--- config.mk ---
export PLATFORM = sky130hd
export DESIGN_NAME = phy_autoneg_control
export DESIGN_NICKNAME = d
export VERILOG_FILES = /design/src/common/phy_autoneg_pkg.sv /design/src/rtl/phy_autoneg_control.sv
export VERILOG_INCLUDE_DIRS = /design/src /design/src/common
export SDC_FILE = /design/constraint.sdc
export NUM_CORES = 1
export LEC_CHECK = 0
export BUFFER_PORTS_ARGS = -buffer_cell sky130_fd_sc_hd__buf_4
export CAP_MARGIN = 0
export CORE_ASPECT_RATIO = 0.7
export CORE_MARGIN = 2
export CORE_UTILIZATION = 48
export DETAILED_ROUTE_END_ITERATION = 8
export GPL_TIMING_DRIVEN = 1
export HOLD_SLACK_MARGIN = 0.15
export PLACE_DENSITY = 0.8
export REMOVE_ABC_BUFFERS = 1
export SETUP_SLACK_MARGIN = 0.4
export SYNTH_ARGS = -nofsm -noshare
export SYNTH_HDL_FRONTEND = slang
export SYNTH_SLANG_ARGS = --single-unit
--- constraint.sdc ---
create_clock -name clock -period 2.1 [get_ports clock]
set_input_delay 0.105 -clock clock [delete_from_list [all_inputs] [get_ports clock]]
set_output_delay 0.105 -clock clock [all_outputs]
set_load 0.01 [all_outputs]
--- src/common/phy_autoneg_regs.svh ---
/*
 * Register offsets, field positions, reset values and timing constants for
 * the auto-negotiation control block.
 * Assumes a Wishbone slave with 32-bit data and word-aligned registers.
 */
`ifndef PHY_AUTONEG_REGS_SVH
`define PHY_AUTONEG_REGS_SVH

// ----------------------------------------------------------------------
// Register indices (byte address is four times the index).
// ----------------------------------------------------------------------
`define IDX_BASIC_CONTROL 5'h00
`define IDX_BASIC_STATUS 5'h01
`define IDX_ADVERT 5'h04
`define IDX_PARTNER 5'h05
`define IDX_EXPANSION 5'h06
`define IDX_LINK_STATUS 5'h10

// ----------------------------------------------------------------------
// Field positions.
// ----------------------------------------------------------------------
`define BC_SPEED 13
`define BC_NEG_EN 12
`define BC_RESTART 9
`define BC_DUPLEX 8
`define AD_10H 5
`define AD_10F 6
`define AD_100H 7
`define AD_100F 8

// ----------------------------------------------------------------------
// Fixed values.
// ----------------------------------------------------------------------
`define SELECTOR_8023 5'h01
`define PA_REMOTE_FAULT 13
`define PA_NEXT_PAGE 15
`define PD_PARTNER_100 16'h0081
`define PD_PARTNER_10 16'h0021
// Abilities 100FD,100HD,10FD,10HD, preamble suppression, extended regs.
`define BASIC_STATUS_FIXED 16'h7849
`define BS_NEG_DONE 5
`define BS_REMOTE_FAULT 4
`define BS_NEG_ABLE 3
`define BS_LINK 2

// ----------------------------------------------------------------------
// Timing.
// ----------------------------------------------------------------------
`define CLOCK_MHZ 100
`define BREAK_LINK_MS 1500
`define BREAK_LINK_CYCLES (`BREAK_LINK_MS * 1000 * `CLOCK_MHZ)
`define NEG_TIMEOUT_MS 3000
`define NEG_TIMEOUT_CYCLES (`NEG_TIMEOUT_MS * 1000 * `CLOCK_MHZ)

`endif

--- src/common/phy_autoneg_pkg.sv ---
/*
 * Types for the auto-negotiation control block.
 * Assumes the constants header is included by the design file.
 */
package phy_autoneg_pkg;

	// ------------------------------------------------------------------
	// Negotiation state machine.
	// ------------------------------------------------------------------
	typedef enum logic [2:0] {
		ST_FORCED,
		ST_BREAK,
		ST_ABILITY,
		ST_DONE,
		ST_PDETECT
	} neg_state_t;

endpackage

--- src/rtl/phy_autoneg_control.sv ---
/*
 * Auto-negotiation control for one Ethernet port: strap capture, register
 * file on a classic Wishbone slave, negotiation sequencing, priority
 * resolution, parallel detection and LED polarity.
 * Assumes the link pulse and page engines sit outside and deliver received
 * pages and the partner ability indication synchronous to the core clock; the
 * straps and link levels come from pins and are synchronised here.
 */
// Decided for this implementation: the Wishbone slave port.
// Functional notes
// - Strap enable low forces mode from two ability straps.
// - Strap enable high chooses advertised abilities from the ability straps.
// - Advertisement bits 8 to 5 load from straps at each reset with strap enable high.
// - Software may override strap behaviour by writing basic control.
// - While negotiating, advertise the advertisement register abilities.
// - Resolve 100 full, 100 half, 10 full, 10 half in that order.
// - Negotiation off: speed and duplex come from control bits.
// - Negotiation on: speed and duplex control bits are ignored.
// - Link status register reports resolved speed once link is up.
// - Basic status ability bits are constant; 100BASE-T4 reads zero.
// - Basic status shows done, remote fault, link, preamble suppression.
// - Reset advertises all abilities; cleared bits stop being advertised.
// - Partner register captures pages; parallel detect gives 0081 or 0021.
// - Expansion shows detect fault, next-page abilities, page, partner able.
// - Both receivers report link; configure the one seeing valid link.
// - Parallel detect sets partner bit 5 or 7 and selector 00001.
// - Parallel detect shows partner able zero with negotiation done.
// - Parallel detect fault set unless exactly one good link; code sets it only in the parallel detect state, which needs a link to enter.
// - Restart bit or link loss restarts negotiation.
// - Renegotiation silences transmit until the 1500 ms timer ends.
// - Negotiation or parallel detection finishes within about three seconds.
// - LED output active high if strap low, active low if strap high.
`timescale 1ns/10ps
`include "phy_autoneg_regs.svh"

module phy_autoneg_control #(
	parameter int BREAK_CYCLES = `BREAK_LINK_CYCLES,
	parameter int TIMEOUT_CYCLES = `NEG_TIMEOUT_CYCLES
) (
	input wire logic clock, // Core clock, 100 MHz.
	input wire logic rst, // Synchronous reset, active high.
	input wire logic negotiate_strap_enable, // Strap pin.
	input wire logic ability_strap_low, // Strap pin.
	input wire logic ability_strap_high, // Strap pin.
	input wire logic link10Good, // 10 Mb/s receiver link, async.
	input wire logic link100Good, // 100 Mb/s receiver link, async.
	input wire logic pageValid, // One-cycle pulse, received page.
	input wire logic [15:0] pageWord, // Received code word.
	input wire logic partnerNegAble, // Partner sends link pulse bursts.
	input wire logic [31:0] wb_adr_i, // Wishbone byte address.
	input wire logic [31:0] wb_dat_i, // Wishbone write data.
	input wire logic [3:0] wb_sel_i, // Wishbone byte selects.
	input wire logic wb_we_i, // Wishbone write enable.
	input wire logic wb_cyc_i, // Wishbone cycle.
	input wire logic wb_stb_i, // Wishbone strobe.
	output logic [31:0] wb_dat_o, // Wishbone read data.
	output logic wb_ack_o, // Wishbone acknowledge.
	output logic txSilent, // Transmit data and pulses halted.
	output logic sendBursts, // Send advertisement in bursts.
	output logic [15:0] advertWord, // Word to send in bursts.
	output logic linkSpeed100, // Operating speed is 100 Mb/s.
	output logic linkFullDuplex, // Operating duplex is full.
	output logic ledLink, // Link LED pin level.
	output logic ledSpeed // Speed LED pin level.
);

	// ------------------------------------------------------------------
	// Synchronisers and strap capture.
	// ------------------------------------------------------------------
	logic [4:0] syncA_r, syncB_r;
	logic strapDone_r, strapEn_r, strapLo_r, strapHi_r;

	// Pins pass two flops; only the second stage is read.
	always_ff @(posedge clock) begin
		syncA_r <= {negotiate_strap_enable, ability_strap_low,
			ability_strap_high, link10Good, link100Good};
		syncB_r <= syncA_r;
	end

	wire logic l10 = syncB_r[1];
	wire logic l100 = syncB_r[0];

	// Capture after release, so a reset flop never loads a pin.
	always_ff @(posedge clock) begin
		if (rst) begin
			strapDone_r <= 1'b0;
			strapEn_r <= 1'b0;
			strapLo_r <= 1'b0;
			strapHi_r <= 1'b0;
		end else if (!strapDone_r) begin
			strapDone_r <= 1'b1;
			strapEn_r <= syncB_r[4];
			strapLo_r <= syncB_r[3];
			strapHi_r <= syncB_r[2];
		end
	end

	// ------------------------------------------------------------------
	// Registers.
	// ------------------------------------------------------------------
	logic speed_r, duplex_r, restartReq_r;
	logic [15:0] advert_r, partner_r;
	logic pdFault_r, pageRx_r, negDone_r, viaPd_r;
	logic opSpeed_r, opDuplex_r, linkUp_r;
	phy_autoneg_pkg::neg_state_t state_r;
	logic [31:0] timer_r;

	wire logic [4:0] regIdx = wb_adr_i[6:2];
	wire logic busReq = wb_cyc_i && wb_stb_i && !wb_ack_o;
	wire logic wrLo = busReq && wb_we_i && wb_sel_i[0];
	wire logic wrHi = busReq && wb_we_i && wb_sel_i[1];
	wire logic wrCtl = regIdx == `IDX_BASIC_CONTROL;
	wire logic wrAdv = regIdx == `IDX_ADVERT;
	wire logic wrForce = wrCtl && wrHi && !wb_dat_i[`BC_NEG_EN];

	// Strap-derived advertisement bits 8..5.
	logic [3:0] strapAdv;
	always_comb begin
		case ({strapHi_r, strapLo_r})
			2'h0: strapAdv = 4'h3;
			2'h1: strapAdv = 4'hC;
			2'h2: strapAdv = 4'h5;
			default: strapAdv = 4'hF;
		endcase
	end

	// Basic control speed and duplex: cleared at reset, then software owns them.
	always_ff @(posedge clock) begin
		if (rst) begin
			speed_r <= 1'b0;
			duplex_r <= 1'b0;
			restartReq_r <= 1'b0;
		end else if (strapDone_r) begin
			restartReq_r <= 1'b0;
			if (wrCtl && wrHi) begin
				speed_r <= wb_dat_i[`BC_SPEED];
				restartReq_r <= wb_dat_i[`BC_RESTART];
				duplex_r <= wb_dat_i[`BC_DUPLEX];
			end
		end
	end

	// Forced straps are applied the cycle after capture.
	logic strapApplied_r;
	always_ff @(posedge clock) begin
		if (rst) begin
			strapApplied_r <= 1'b0;
		end else if (strapDone_r) begin
			strapApplied_r <= 1'b1;
		end
	end

	// Negotiation enable as seen by the sequencer.
	logic negEnEff_r;
	always_ff @(posedge clock) begin
		if (rst) begin
			negEnEff_r <= 1'b0;
		end else if (strapDone_r && !strapApplied_r) begin
			negEnEff_r <= strapEn_r;
		end else if (wrCtl && wrHi) begin
			negEnEff_r <= wb_dat_i[`BC_NEG_EN];
		end
	end

	// Advertisement: all abilities after reset, strap bits once captured with strap enable high.
	always_ff @(posedge clock) begin
		if (rst) begin
			advert_r <= {7'h00, 4'hF, `SELECTOR_8023};
		end else if (strapDone_r && !strapApplied_r && strapEn_r) begin
			advert_r[`AD_100F:`AD_10H] <= strapAdv;
		end else begin
			if (wrLo && wrAdv) begin
				advert_r[7:0] <= wb_dat_i[7:0];
			end
			if (wrHi && wrAdv) begin
				advert_r[15:8] <= wb_dat_i[15:8];
			end
		end
	end

	// ------------------------------------------------------------------
	// Negotiation sequencer.
	// ------------------------------------------------------------------
	// Link of the technology in use, read directly so that a fresh
	// resolution is not taken for a link loss one cycle later.
	wire logic opLink = opSpeed_r ? l100 : l10;
	wire logic anyLink = l10 || l100;
	wire logic twoOrNone = l10 == l100;

	always_ff @(posedge clock) begin
		if (rst) begin
			state_r <= phy_autoneg_pkg::ST_FORCED;
			timer_r <= 32'h0000_0000;
			partner_r <= 16'h0000;
			pdFault_r <= 1'b0;
			pageRx_r <= 1'b0;
			negDone_r <= 1'b0;
			viaPd_r <= 1'b0;
			opSpeed_r <= 1'b0;
			opDuplex_r <= 1'b0;
		end else if (strapDone_r && !strapApplied_r && !strapEn_r) begin
			opSpeed_r <= strapHi_r;
			opDuplex_r <= strapLo_r;
		end else if (!negEnEff_r || wrForce) begin
			state_r <= phy_autoneg_pkg::ST_FORCED;
			negDone_r <= 1'b0;
			if (wrForce) begin
				opSpeed_r <= wb_dat_i[`BC_SPEED];
				opDuplex_r <= wb_dat_i[`BC_DUPLEX];
			end
		end else if (restartReq_r || state_r == phy_autoneg_pkg::ST_FORCED
			|| (state_r == phy_autoneg_pkg::ST_DONE && !opLink)) begin
			// Enable rising, restart or link loss all go via the break.
			state_r <= phy_autoneg_pkg::ST_BREAK;
			timer_r <= 32'h0000_0000;
			negDone_r <= 1'b0;
			viaPd_r <= 1'b0;
		end else begin
			if (pageRx_r && wb_ack_o && !wb_we_i
				&& regIdx == `IDX_EXPANSION) begin
				pageRx_r <= 1'b0;
			end
			case (state_r)
				phy_autoneg_pkg::ST_BREAK: begin
					timer_r <= timer_r + 32'h0000_0001;
					if (timer_r >= BREAK_CYCLES - 1) begin
						state_r <= phy_autoneg_pkg::ST_ABILITY;
						timer_r <= 32'h0000_0000;
						pdFault_r <= 1'b0;
					end
				end
				phy_autoneg_pkg::ST_ABILITY: begin
					timer_r <= timer_r + 32'h0000_0001;
					if (pageValid) begin
						partner_r <= pageWord;
						pageRx_r <= 1'b1; // Set wins over read clear.
					end
					if (pageValid && partnerNegAble) begin
						state_r <= phy_autoneg_pkg::ST_DONE;
						negDone_r <= 1'b1;
						opSpeed_r <= pageWord[`AD_100F] & advert_r[`AD_100F]
							|| pageWord[`AD_100H] & advert_r[`AD_100H];
						opDuplex_r <= pageWord[`AD_100F] & advert_r[`AD_100F]
							|| !(pageWord[`AD_100H] & advert_r[`AD_100H])
							&& pageWord[`AD_10F] & advert_r[`AD_10F];
					end else if (!partnerNegAble && anyLink) begin
						state_r <= phy_autoneg_pkg::ST_PDETECT;
					end else if (timer_r >= TIMEOUT_CYCLES - 1) begin
						state_r <= phy_autoneg_pkg::ST_BREAK;
						timer_r <= 32'h0000_0000;
					end
				end
				phy_autoneg_pkg::ST_PDETECT: begin
					if (twoOrNone) begin
						pdFault_r <= 1'b1;
						state_r <= phy_autoneg_pkg::ST_ABILITY;
					end else begin
						state_r <= phy_autoneg_pkg::ST_DONE;
						negDone_r <= 1'b1;
						viaPd_r <= 1'b1;
						opSpeed_r <= l100;
						opDuplex_r <= 1'b0;
						partner_r <= l100 ? `PD_PARTNER_100
							: `PD_PARTNER_10;
					end
				end
				default: begin
				end
			endcase
		end
	end

	// Resolved link valid in the operating technology.
	always_ff @(posedge clock) begin
		if (rst) begin
			linkUp_r <= 1'b0;
		end else begin
			linkUp_r <= opLink;
		end
	end

	// ------------------------------------------------------------------
	// Transmit control and pins.
	// ------------------------------------------------------------------
	always_ff @(posedge clock) begin
		if (rst) begin
			txSilent <= 1'b0;
			sendBursts <= 1'b0;
			advertWord <= 16'h0000;
			linkSpeed100 <= 1'b0;
			linkFullDuplex <= 1'b0;
			ledLink <= 1'b0;
			ledSpeed <= 1'b0;
		end else begin
			txSilent <= state_r == phy_autoneg_pkg::ST_BREAK;
			sendBursts <= state_r == phy_autoneg_pkg::ST_ABILITY;
			advertWord <= advert_r;
			linkSpeed100 <= opSpeed_r;
			linkFullDuplex <= opDuplex_r;
			ledLink <= linkUp_r ^ strapLo_r;
			ledSpeed <= opSpeed_r ^ strapHi_r;
		end
	end

	// ------------------------------------------------------------------
	// Wishbone read path; ack one cycle after the strobe, then low.
	// ------------------------------------------------------------------
	logic [15:0] rdData;
	always_comb begin
		if (regIdx == `IDX_BASIC_CONTROL) begin
			rdData = 16'h0000;
			rdData[`BC_SPEED] = speed_r;
			rdData[`BC_NEG_EN] = negEnEff_r;
			rdData[`BC_DUPLEX] = duplex_r;
		end else if (regIdx == `IDX_BASIC_STATUS) begin
			rdData = `BASIC_STATUS_FIXED;
			rdData[`BS_NEG_DONE] = negDone_r;
			rdData[`BS_REMOTE_FAULT] = partner_r[`PA_REMOTE_FAULT]
				&& !viaPd_r;
			rdData[`BS_LINK] = linkUp_r;
		end else if (regIdx == `IDX_ADVERT) begin
			rdData = advert_r;
		end else if (regIdx == `IDX_PARTNER) begin
			rdData = partner_r;
		end else if (regIdx == `IDX_EXPANSION) begin
			rdData = {11'h000, pdFault_r,
				partner_r[`PA_NEXT_PAGE] && !viaPd_r,
				1'b0, pageRx_r, negDone_r && !viaPd_r};
		end else if (regIdx == `IDX_LINK_STATUS) begin
			rdData = {13'h0000, opDuplex_r, !opSpeed_r, linkUp_r};
		end else begin
			rdData = 16'h0000;
		end
	end

	always_ff @(posedge clock) begin
		if (rst) begin
			wb_ack_o <= 1'b0;
			wb_dat_o <= 32'h0000_0000;
		end else begin
			wb_ack_o <= busReq;
			wb_dat_o <= busReq ? {16'h0000, rdData} : 32'h0000_0000;
		end
	end

endmodule

Yosys cells after proc, flatten, opt, wreduce, memory -nomap -nowiden
Cells that the tools add are included.

word-level totals
  register bits after elaboration = 148
  bits in writable memories = 0
  memories = 0
  logic and storage cells = 201
  bits in latches = 0
  output and inout bits = 55
  ROM bits = 0

operators by class
  multipliers = 0
  multiplexer cells = 60
  shift-type cells = 0
  reductions and logical operators = 66
  div/mod/pow operators = 0
  equality and inequality tests = 25
  $lt $le $gt $ge = 2
  bitwise logic cells = 10
  add/sub/neg operators = 1

operators with widths
  operator                                                                               count
  32-bit 2-to-1 mux                                                                      5
  16-bit 2-to-1 mux                                                                      4
  32-bit case mux with 2 select lines                                                    1
  32-bit by 1-bit adder with 32-bit output, second input constant                        1
  32-bit by 28-bit greater-or-equal comparator with 1-bit output, second input constant  1
  32-bit by 29-bit greater-or-equal comparator with 1-bit output, second input constant  1
  16-bit case mux with 2 select lines                                                    1
  1-bit 2-to-1 mux                                                                       30
  1-bit logical AND                                                                      22
  3-bit 2-to-1 mux                                                                       7
  4-bit != test, second input constant                                                   5
  8-bit 2-to-1 mux                                                                       2
  5-bit by 3-bit equality test with 1-bit output, second input constant                  3
  15-bit 2-to-1 mux                                                                      1
  14-bit 2-to-1 mux                                                                      1
  4-bit case mux with 3 select lines                                                     1
  4-bit AND reduction                                                                    3
  6-bit AND reduction                                                                    2
  2-bit nonzero test                                                                     6
  1-bit logical NOT                                                                      11
  3-bit case mux with 3 select lines                                                     1
  2-bit != test, second input constant                                                   4
  1-bit case mux with 2 select lines                                                     4
  4-bit nonzero test                                                                     2
  other kinds (28)                                                                       45

Longest topological paths before layout
Gate-level depths: netlist of run 1.

  word-level depth = 9
  gate-level depth with buffers = 9
  mapped depth without buffers = 8

Least setup slack after synthesis of run 1
OpenSTA, ideal clock, no wires.

  path type = reg2reg
  from = reg timer_r[0]
  to = reg timer_r[22]
  path slack = -0.111 ns
  library setup time = 0.080 ns
  data arrival time = 2.131 ns
  stages on the path, launching flop included = 8
  path buffers = 0
  cell sequence = dfxtp_1 -> ha_1 -> and3_2 -> nand4_4 -> or2_1 -> or4_4 -> or3_1 -> a211oi_2

on the way
  cells in the longest elaborated chain, start to end = 6
  elaborated cells on any way between the ends = 9

ends and longest elaborated chain
  item                                                                                                                               RTL line                                                                            source
  start, declared                                                                                                                    phy_autoneg_control.sv:106                                                          logic [31:0] timer_r;
  start signal, assigned                                                                                                             phy_autoneg_control.sv:225                                                          timer_r <= timer_r + 32'h0000_0001;
  start signal, assigned                                                                                                             phy_autoneg_control.sv:233                                                          timer_r <= timer_r + 32'h0000_0001;
  32-bit by 1-bit adder with 32-bit output / 32-bit by 29-bit greater-or-equal comparator with 1-bit output (equally long branches)  phy_autoneg_control.sv:225, phy_autoneg_control.sv:233, phy_autoneg_control.sv:248
  32-bit 2-to-1 mux                                                                                                                  phy_autoneg_control.sv:248                                                          end else if (timer_r >= TIMEOUT_CYCLES - 1) begin
  32-bit 2-to-1 mux                                                                                                                  phy_autoneg_control.sv:246                                                          end else if (!partnerNegAble && anyLink) begin
  32-bit 2-to-1 mux                                                                                                                  phy_autoneg_control.sv:238                                                          if (pageValid && partnerNegAble) begin
  32-bit case mux with 2 select lines (*)                                                                                            phy_autoneg_control.sv:223                                                          case (state_r)
  32-bit 2-to-1 mux (*)                                                                                                              phy_autoneg_control.sv:211                                                          end else if (restartReq_r || state_r == phy_autoneg_pkg::ST_FORCED

Mark *: on every way between the ends. The rest lies on a longest branch, timed or not.
A chain may end at the register's enable or synchronous reset.

Final worst setup path of run 1
  from = reg syncB_r[0]
  to = reg state_r[2]

on the way
  cells in the longest elaborated chain, start to end = 7
  elaborated cells on any way between the ends = 15

ends and longest elaborated chain
  item                                RTL line                    source
  start, declared                     phy_autoneg_control.sv:70   logic [4:0] syncA_r, syncB_r;
  start signal, assigned              phy_autoneg_control.sv:77   syncB_r <= syncA_r;
  1-bit logical OR                    phy_autoneg_control.sv:187  wire logic anyLink = l10 || l100;
  1-bit logical AND                   phy_autoneg_control.sv:246
  3-bit 2-to-1 mux                    phy_autoneg_control.sv:246
  3-bit 2-to-1 mux                    phy_autoneg_control.sv:238
  3-bit case mux with 3 select lines  phy_autoneg_control.sv:223
  3-bit 2-to-1 mux                    phy_autoneg_control.sv:211
  3-bit 2-to-1 mux                    phy_autoneg_control.sv:204  end else if (!negEnEff_r || wrForce) begin
  end signal, assigned                phy_autoneg_control.sv:205  state_r <= phy_autoneg_pkg::ST_FORCED;
  end signal, assigned                phy_autoneg_control.sv:214  state_r <= phy_autoneg_pkg::ST_BREAK;
  end signal, assigned                phy_autoneg_control.sv:239  state_r <= phy_autoneg_pkg::ST_DONE;
  end, declared                       phy_autoneg_control.sv:105  phy_autoneg_pkg::neg_state_t state_r;

Several ways; a longest one is shown, not always the timed one.

==> results, run 1 <==
- Summed over all nets, the switching power comes to 1.651 mW.
- The post-route fraction of the period consumed by the critical path is 1.124.
- The setup path with the least slack is of type flop to flop.
- The total wire length is 27750 um.
- The share of total power in sequential cells is 0.395.
- The final max-slew violation count is 0.
- In this run the register-to-register setup slack is -260 ps.
- The number of synthesized flops with an enable pin is 0.
- The startpoint of the worst register-to-register path is syncB_r[0]$_DFF_P_.
- The count of placed standard cells including taps is 982.
- The later pin in the worst-skew pair is clocked with a latency of 440 ps.
- The cell depth of the worst flop-to-flop path is 10.
- Synthesis inferred 132 register bits.
- The worst hold path terminates at timer_r[11]$_SDFFE_PP0P_.
- In this run the static leakage power is 3.687 nW.
- The growth of design area from synthesis to finish is 56.14%.
- Of the total power, the share spent switching nets is 0.2526.
- In this run the core area contains 34 standard-cell rows.
- The number of port buffers is 89.
- Synthesis instantiated 82 different standard cells from the library.
- Once routing completed, OpenROAD measured the worst setup slack at -259.8 ps.
- The routability congestion estimate is 0.9160.
- For this run, the total global-route usage over all layers was measured as 0.3187.
- The tree is rooted in a sky130_fd_sc_hd__clkbuf_16.
- The horizontal die dimension is 139.2 um.
- The number of global-route vias before repair is 6574.
- The min-delay analysis places its worst path in the category input port to flop.
- The flow ran to the end, but the final reports show violations.
- The largest driver fanout on the critical path is 3.
- The number of standard cells after synthesis is 692.
- The core region area is 12460 um^2.
- The number of failing setup endpoints in the final timing report is 32.
- Counting every sink on the clock net gives 132.
- The total DRC errors in the routed layout is 12.
- The net count reported at finish is 1016.
- The destination of the worst register-to-register timing path is state_r[2]$_SDFFE_PP0P_.
- The detailed-route vias per instance is 6.879.
- Of the cells placed in the final design, the portion with a size suffix greater than 1 is 0.4142.
- The final route contains 7491 vias.
- The checks that failed: DRC, setup timing.
- The worst-case IR drop observed on VDD is 0.0006258 V.
- The die covers 13720 um^2.
- The biggest cell delay along the critical path is 420 ps.
- The clock transition at the registers of the reported paths is 70 ps.
- The detailed-placement wirelength estimate is 12910 um.
- The design internal power is 4.883 mW.
- The final routed wire length divided by cell count is 25.48 um.
- The number of hold violations in the final report is 0.
- The part of the power in combinational logic is 0.098.
- Before antenna repair, the detailed router went through 9 iterations.
- The clock share of power is 0.507.
- Entering global routing, the biggest net connects 45 pins.
- For this configuration, the core starts out at a cell density of 0.4925.
- The diode insertion count for antenna repair is 0.
- The number of buffers created by CTS is 17.
- The wire length of the first global-routing pass is 34560 um.
- No sink is reached through more buffers than the 2 on the longest clock path.
- The count of antenna-violating nets left after detailed routing is 0.
- The synthesized area per cell is 8.871 um^2.
- In the synthesized netlist the dominant register cell turns out to be sky130_fd_sc_hd__dfxtp_1.
- The total grt overflow is 0.
- The startpoint of the most critical hold path is rst.
- The die height is 98.62 um.
- The initial antenna violation count is 0.
- The max-slew headroom at the worst pin is 0.6022.
- The top cell types in the final layout, fill and taps aside, are sky130_fd_sc_hd__buf_4 (172), sky130_fd_sc_hd__dfxtp_1 (122), sky130_fd_sc_hd__nand2_1 (51).
- Setup repair after global routing could not meet its margin everywhere.
- 151 I/O pins were placed.
- For the pin with the worst max-slew slack, the measured transition is 592.2 ps.
- At the worst endpoint, the arrival time is 2650 ps.
- In this run the number of H-tree levels came out at 4.
- Leaving out fill and tap cells, the most frequent cell in the layout is sky130_fd_sc_hd__buf_4.
- Across the run, the number of max-cap violations was 0.
- TritonCTS built the clock tree.
- The maximum clock frequency is 423.8 MHz.
- The worst path in the final design needs a cycle of 2360 ps, including I/O delays and setup.
- Data on the critical path is required at its endpoint by 2390 ps.
- The sequential cell area fraction in the yosys report is 0.4305.
- The mapped netlist covers 6138 um^2.
- The ratio of total power to cell area is 681.8 nW/um^2.
- On the critical path, the stage with the largest delay is an instance of sky130_fd_sc_hd__nor4_2.
- The Yosys step of the flow raised 0 warnings.
- The overall power is 6.534 mW.
- The element type at the critical path start is a flop.
- STA classifies the critical path endpoint as a flop.
- The async set or reset register ratio after synthesis is 0.
- After filler insertion, the fill cell instance count of the layout stands at 686.
- For this block, the initial DRC count from the detailed router was 1350.
- Counting stages on the worst path, the most repeated cell is sky130_fd_sc_hd__buf_6.
- Walking the worst path, the cells encountered are buf_6 -> buf_6 -> inv_4 -> ha_4 -> nor2b_2 -> o21ai_1 -> o21bai_1 -> nor3_1 -> nor4_2 -> o22ai_1.
- The final non-filler cell total is 1089.
- Clock skew on the completed layout was measured at 11.12 ps.
- Counting instances, the worst hold path has a depth of 2.
==> logic make-up after synthesis <==
group | after synthesis | synth area share
AND/OR/NAND/NOR | 303 | 0.2705
AO/OA/AOI/OAI | 142 | 0.1653
flip-flops | 132 | 0.4305
buffers and inverters | 68 | 0.05626
multiplexers | 28 | 0.04749
XOR/XNOR | 12 | 0.01712
adder cells (fa/ha/maj) | 6 | 0.01223
other | 1 | 0.0006109
==> repair_timing <==
item / in CTS / in global routing
hold buffers: 38 / 1
endpoints found under the setup margin: 59 / 77
cloned: 4 / 2
pin swaps: 35 / 47
resized for setup: 86 / 110
endpoints found under the hold margin: 59 / 8
setup buffers: 14 / 16
==> cell type report <==
cell class              count  area [um^2]  area share
repair buffers            242         2113      0.2205
multi-input cells         507         3919      0.4089
clock buffers              19        442.9     0.04621
well taps                 162        202.7     0.02115
flip-flops and latches    132         2655      0.2770
clock inverters            13        196.4     0.02050
inverters                  14        55.05    0.005744
==> state kept, by name (all words and copies together) (netlist names), 3 cells and up <==
register and flops:
timer_r 32, advertWord 16, advert_r 16, partner_r 16, wb_dat_o 16, syncA_r 5
syncB_r 5, state_r 3
==> cells in the mapped netlist (13+ instances only) <==
| library cell | n | area [um^2] |
|---|---|---|
| sky130_fd_sc_hd__mux2i_1 | 22 | 220.2 |
| sky130_fd_sc_hd__nor2_1 | 49 | 183.9 |
| sky130_fd_sc_hd__nor2b_1 | 21 | 131.4 |
| sky130_fd_sc_hd__nand3_1 | 39 | 195.2 |
| sky130_fd_sc_hd__inv_1 | 13 | 48.80 |
| sky130_fd_sc_hd__dfxtp_1 | 132 | 2643 |
| sky130_fd_sc_hd__clkbuf_1 | 20 | 75.07 |
| sky130_fd_sc_hd__a21oi_1 | 47 | 235.2 |
| sky130_fd_sc_hd__o21ai_0 | 13 | 65.06 |
| sky130_fd_sc_hd__or3_1 | 22 | 137.6 |
| sky130_fd_sc_hd__nor3_1 | 29 | 145.1 |
| sky130_fd_sc_hd__buf_4 | 20 | 150.1 |
| sky130_fd_sc_hd__a211oi_1 | 19 | 142.6 |
| sky130_fd_sc_hd__nand2_1 | 63 | 236.5 |
==> per-stage QoR <==
stage	utilization	hold slack, ps	setup TNS [ps]	setup WS (ps)	area (um^2)
after global placement	0.5924	209.7	-210.4	-41.91	7383
after floorplan	-	132.7	-9565	-455.2	5902
after CTS	0.7137	90.32	-30.57	-30.57	8896
after global routing	0.7689	148.0	-4728	-259.7	9584
final	0.7689	140.5	-3446	-259.8	9584
after detailed placement	0.5924	210.9	-2129	-98.50	7383
==> worst max-delay path by stage <==
stage | start | end | slack, ps | cells after the start
floorplan | state_r[2]$_SDFFE_PP0P_ | state_r[1]$_SDFFE_PP0P_ | -460 | 6
CTS | timer_r[0]$_SDFFE_PP0P_ | timer_r[22]$_SDFFE_PP0P_ | -30 | 7
global placement | timer_r[0]$_SDFFE_PP0P_ | timer_r[22]$_SDFFE_PP0P_ | -40 | 7
finish | syncB_r[0]$_DFF_P_ | state_r[2]$_SDFFE_PP0P_ | -260 | 10
global route | timer_r[5]$_SDFFE_PP0P_ | state_r[2]$_SDFFE_PP0P_ | -260 | 9
detailed placement | timer_r[10]$_SDFFE_PP0P_ | timer_r[15]$_SDFFE_PP0P_ | -100 | 7
==> layer usage <==
metal  GRT usage  part of all wire  up-vias
li1            -                 -     2946
met1      0.4012              0.34     3389
met2      0.5013              0.43      836
met3     0.08698              0.14      320
met4      0.1748             0.096        0
met5           0                 0        -
==> worst max-delay path, delay by kind of cell (launching register included) <==
family / cells / cell delay, ps
buf+inv: 3 / 260
simple gates: 3 / 700
compound gates: 3 / 700
flops: 1 / 370
fa+ha+maj: 1 / 170
==> power groups by stage <==
stage	combinational [mW]	sequential, mW	clock [mW]
4_1_cts	0.513	2.57	3.24
6_report	0.642	2.58	3.31
5_1_grt	0.655	2.58	3.41
3_3_place_gp	0.393	2.62	0
2_1_floorplan	0.146	2.63	0
3_5_place_dp	0.404	2.63	0
Note: power is estimated with default switching activity, not from simulation.
==> inputs of run 2 (changes only) <==
- CELL_PAD_IN_SITES_DETAIL_PLACEMENT: unset -> 0
- CELL_PAD_IN_SITES_GLOBAL_PLACEMENT: unset -> 2
- CORE_UTILIZATION: 48 -> 28
- PLACE_DENSITY: 0.8 -> 0.79
==> run 2 against run 1 <==
  * The flow finishes with violations (setup timing)
  * Critical path depth shrank 3
  * Register-to-register slack better by 210 ps
  * Combinational power fell by 7.0%
  * Core utilization is 32 points lower
  * Fmax grew 9.7%
  * Cell area grew 1.5%
  * Cell count grew 14%
  * Clock power up 2%
  * Die area up 69%
  * Count of clock-buffer cells in the layout grew 3
  * Power is 0.24% higher
==> results, run 2 (synthesis gave the netlist of run 1 again) <==
- The clock tree root driver cell is sky130_fd_sc_hd__clkbuf_16.
- The clock transition at the registers of the reported paths came to 60 ps (about the same).
- The worst slack at placement is -116.6 ps (-18.15 ps).
- The most common cell after layout, fill and taps aside is sky130_fd_sc_hd__buf_4.
- The total wire length came to 21050 um (-24%).
- The post-route fraction of the period consumed by the critical path came to 1.024 (-0.09954).
- The clock share of power is 0.516 (+0.009).
- The count of antenna-violating nets left after detailed routing came to 0 (unchanged).
- The total number of clock tree sinks was 132 (unchanged).
- The detailed-route vias per instance is 4.962 (-28%).
- The detailed-router iteration count before antenna repair is 7 (-2).
- The required time of the critical path is 2390 ps (about the same).
- The growth of design area from synthesis to finish is 58.50%.
- The top-level port count is 151 (unchanged).
- The checks that failed: setup timing.
- The net count reported at finish is 1044 (+2.8%).
- The number of H-tree levels was 4 (unchanged).
- The share of total power in sequential cells is 0.393 (-0.002).
- The overall power is 6.550 mW (+0.24%).
- The initial DRC count is 472 (-65%).
- The core region area is 21620 um^2 (+73%).
- The horizontal die dimension was 181.0 um (+30%).
- The number of max-cap violations is 0 (unchanged).
- The run finished, with violations left.
- The worst hold path cell count is 4 (+2).
- The initial standard-cell utilization of the core is 0.2839 (-0.2086).
- The worst clock skew is 11.11 ps (-0.01330 ps).
- The tightest min-delay check is of the input port to flop type.
- Setup repair after global routing could not meet its margin everywhere.
- The share of cells above drive strength 1 came to 0.3895 (-0.02471).
- The die height is 127.9 um (+30%).
- The design internal power was 5.061 mW (+3.6%).
- TritonCTS built the clock tree.
- The worst setup path is launched from a flop.
- The number of port buffers is 89 (unchanged).
- The library cells used most frequently in the layout, excluding fill and tap cells, are sky130_fd_sc_hd__buf_4 (199), sky130_fd_sc_hd__dfxtp_1 (124), sky130_fd_sc_hd__nand2_1 (60).
- The total global routing track utilization is 0.1803 (-0.1383).
- The largest net degree at the start of global routing was 44 (-2.2%).
- The total grt overflow came to 0 (unchanged).
- The final routed wire length divided by cell count was 17.02 um (-33%).
- The arrival time at the worst endpoint is 2440 ps (-210 ps).
- The maximum clock frequency is 464.9 MHz (+9.7%).
- The cell leakage power is 3.764 nW (+2.1%).
- The row count is 45 (+32%).
- The part of the power in combinational logic is 0.091 (-0.007).
- The final non-filler cell total is 1237 (+14%).
- The diode insertion count for antenna repair came to 0 (unchanged).
- The final max-slew violation count was 0 (unchanged).
- The largest driver fanout on the critical path came to 7 (+4).
- The largest register by flop count is timer_r.
- The clock period minus final worst setup slack is 2151 ps (-209.0 ps).
- The maximum buffer depth of the clock tree is 2 (unchanged).
- The total die area is 23140 um^2 (+69%).
- The switching power is 1.489 mW (-9.8%).
- The max-slew headroom at the worst pin is 0.6315 (+0.02932).
- The number of buffers created by CTS was 17 (unchanged).
- The detailed-route via count was 6138 (-18%).
- STA classifies the critical path endpoint as a flop.
- The total DRC errors in the routed layout is 0 (-12).
- The flip-flop count of the largest register after layout is 32 (unchanged).
- The wire length of the first global-routing pass is 31930 um (-7.6%).
- The ratio of total power to cell area is 673.2 nW/um^2 (-1.3%).
- The number of hold violations in the final report is 0 (unchanged).
- The number of failing setup endpoints in the final timing report is 28 (-13%).
- The critical path is of the flop to flop type.
- The routability congestion estimate came to 0.8099 (-12%).
- The initial antenna violation count is 0 (unchanged).
- The proportion of total power due to net switching is 0.2274 (-0.02527).
- The transition time at the pin with the least slew margin was 552.8 ps (-39.43 ps).
- The final worst slack came to -50.78 ps (+209.0 ps).
- The cell depth of the worst flop-to-flop path is 7 (-3).
- The detailed-placement wirelength estimate is 14990 um (+16%).
- The count of placed standard cells including taps came to 1131 (+15%).
- The worst supply voltage drop on vdd came to 0.0005386 V (-14%).
- The clock insertion delay at the later pin of the skew report is 430 ps (about the same).
- The number of global-route vias before repair was 5580 (-15%).
-- run 2: repair_timing --
action | 4_1_cts | 5_1_grt
hold buffers | 41 | 0
setup endpoints to repair | 61 | 56
buffers inserted | 17 | 10
gates resized for setup | 81 | 54
pin swaps | 45 | 15
endpoints found under the hold margin | 47 | 0
cloned | 3 | 3
-- run 2: area by class of cell --
cell class	count	area (um^2)
sequential	132	2655
clock buffer	22	474.2
multi-input combinational	507	3682
clock inverter	10	192.7
timing repair buffer	270	2320
tap	282	352.8
inverter	14	52.55
fill	2094	11890
-- run 2: routing by layer --
layer | vias to the layer above | track usage | wire length [um]
met1 | 2946 | 0.2924 | 11720
met5 | - | 0 | 0
met3 | 10 | 0.04574 | 1244
met4 | 0 | 0.04065 | 153
met2 | 184 | 0.2283 | 7933
li1 | 2998 | - | -
-- run 2: worst paths after layout --
check,to,startpoint,slack [ps]
worst min-delay path,advert_r[0]$_SDFFE_PP1P_,wb_sel_i[0],170
worst min register to register,syncB_r[2]$_DFF_P_,syncA_r[2]$_DFF_P_,320
worst max register to register,timer_r[28]$_SDFFE_PP0P_,timer_r[10]$_SDFFE_PP0P_,-50
worst max-delay path,timer_r[28]$_SDFFE_PP0P_,timer_r[10]$_SDFFE_PP0P_,-50
-- run 2: power groups by stage --
stage | Clock, mW | Combinational [mW] | Sequential [mW]
6_report | 3.38 | 0.597 | 2.57
5_1_grt | 3.56 | 0.637 | 2.58
4_1_cts | 3.43 | 0.541 | 2.57
3_5_place_dp | 0 | 0.433 | 2.63
3_3_place_gp | 0 | 0.434 | 2.63
2_1_floorplan | 0 | 0.146 | 2.63
-- run 2: critical path, stage by stage, from the launching register on --
cell and delay, ps:
sky130_fd_sc_hd__dfxtp_4 360, sky130_fd_sc_hd__or4_4 560, sky130_fd_sc_hd__o311ai_4 410, sky130_fd_sc_hd__nand3_4 130, sky130_fd_sc_hd__buf_4 150, sky130_fd_sc_hd__buf_6 130
sky130_fd_sc_hd__a41oi_2 150, sky130_fd_sc_hd__o211ai_1 120
-- run 2: metrics by stage --
stage,setup TNS [ps],instance area (um^2),util,hold WS [ps]
final,-918.0,9729,0.4500,171.2
after global routing,-3211,9729,0.4500,185.8
after CTS,-254.9,9359,0.4329,161.6
after detailed placement,-709.1,7751,0.3585,210.8
after global placement,-179.3,7751,0.3585,210.1
after floorplan,-9565,5902,-,132.7
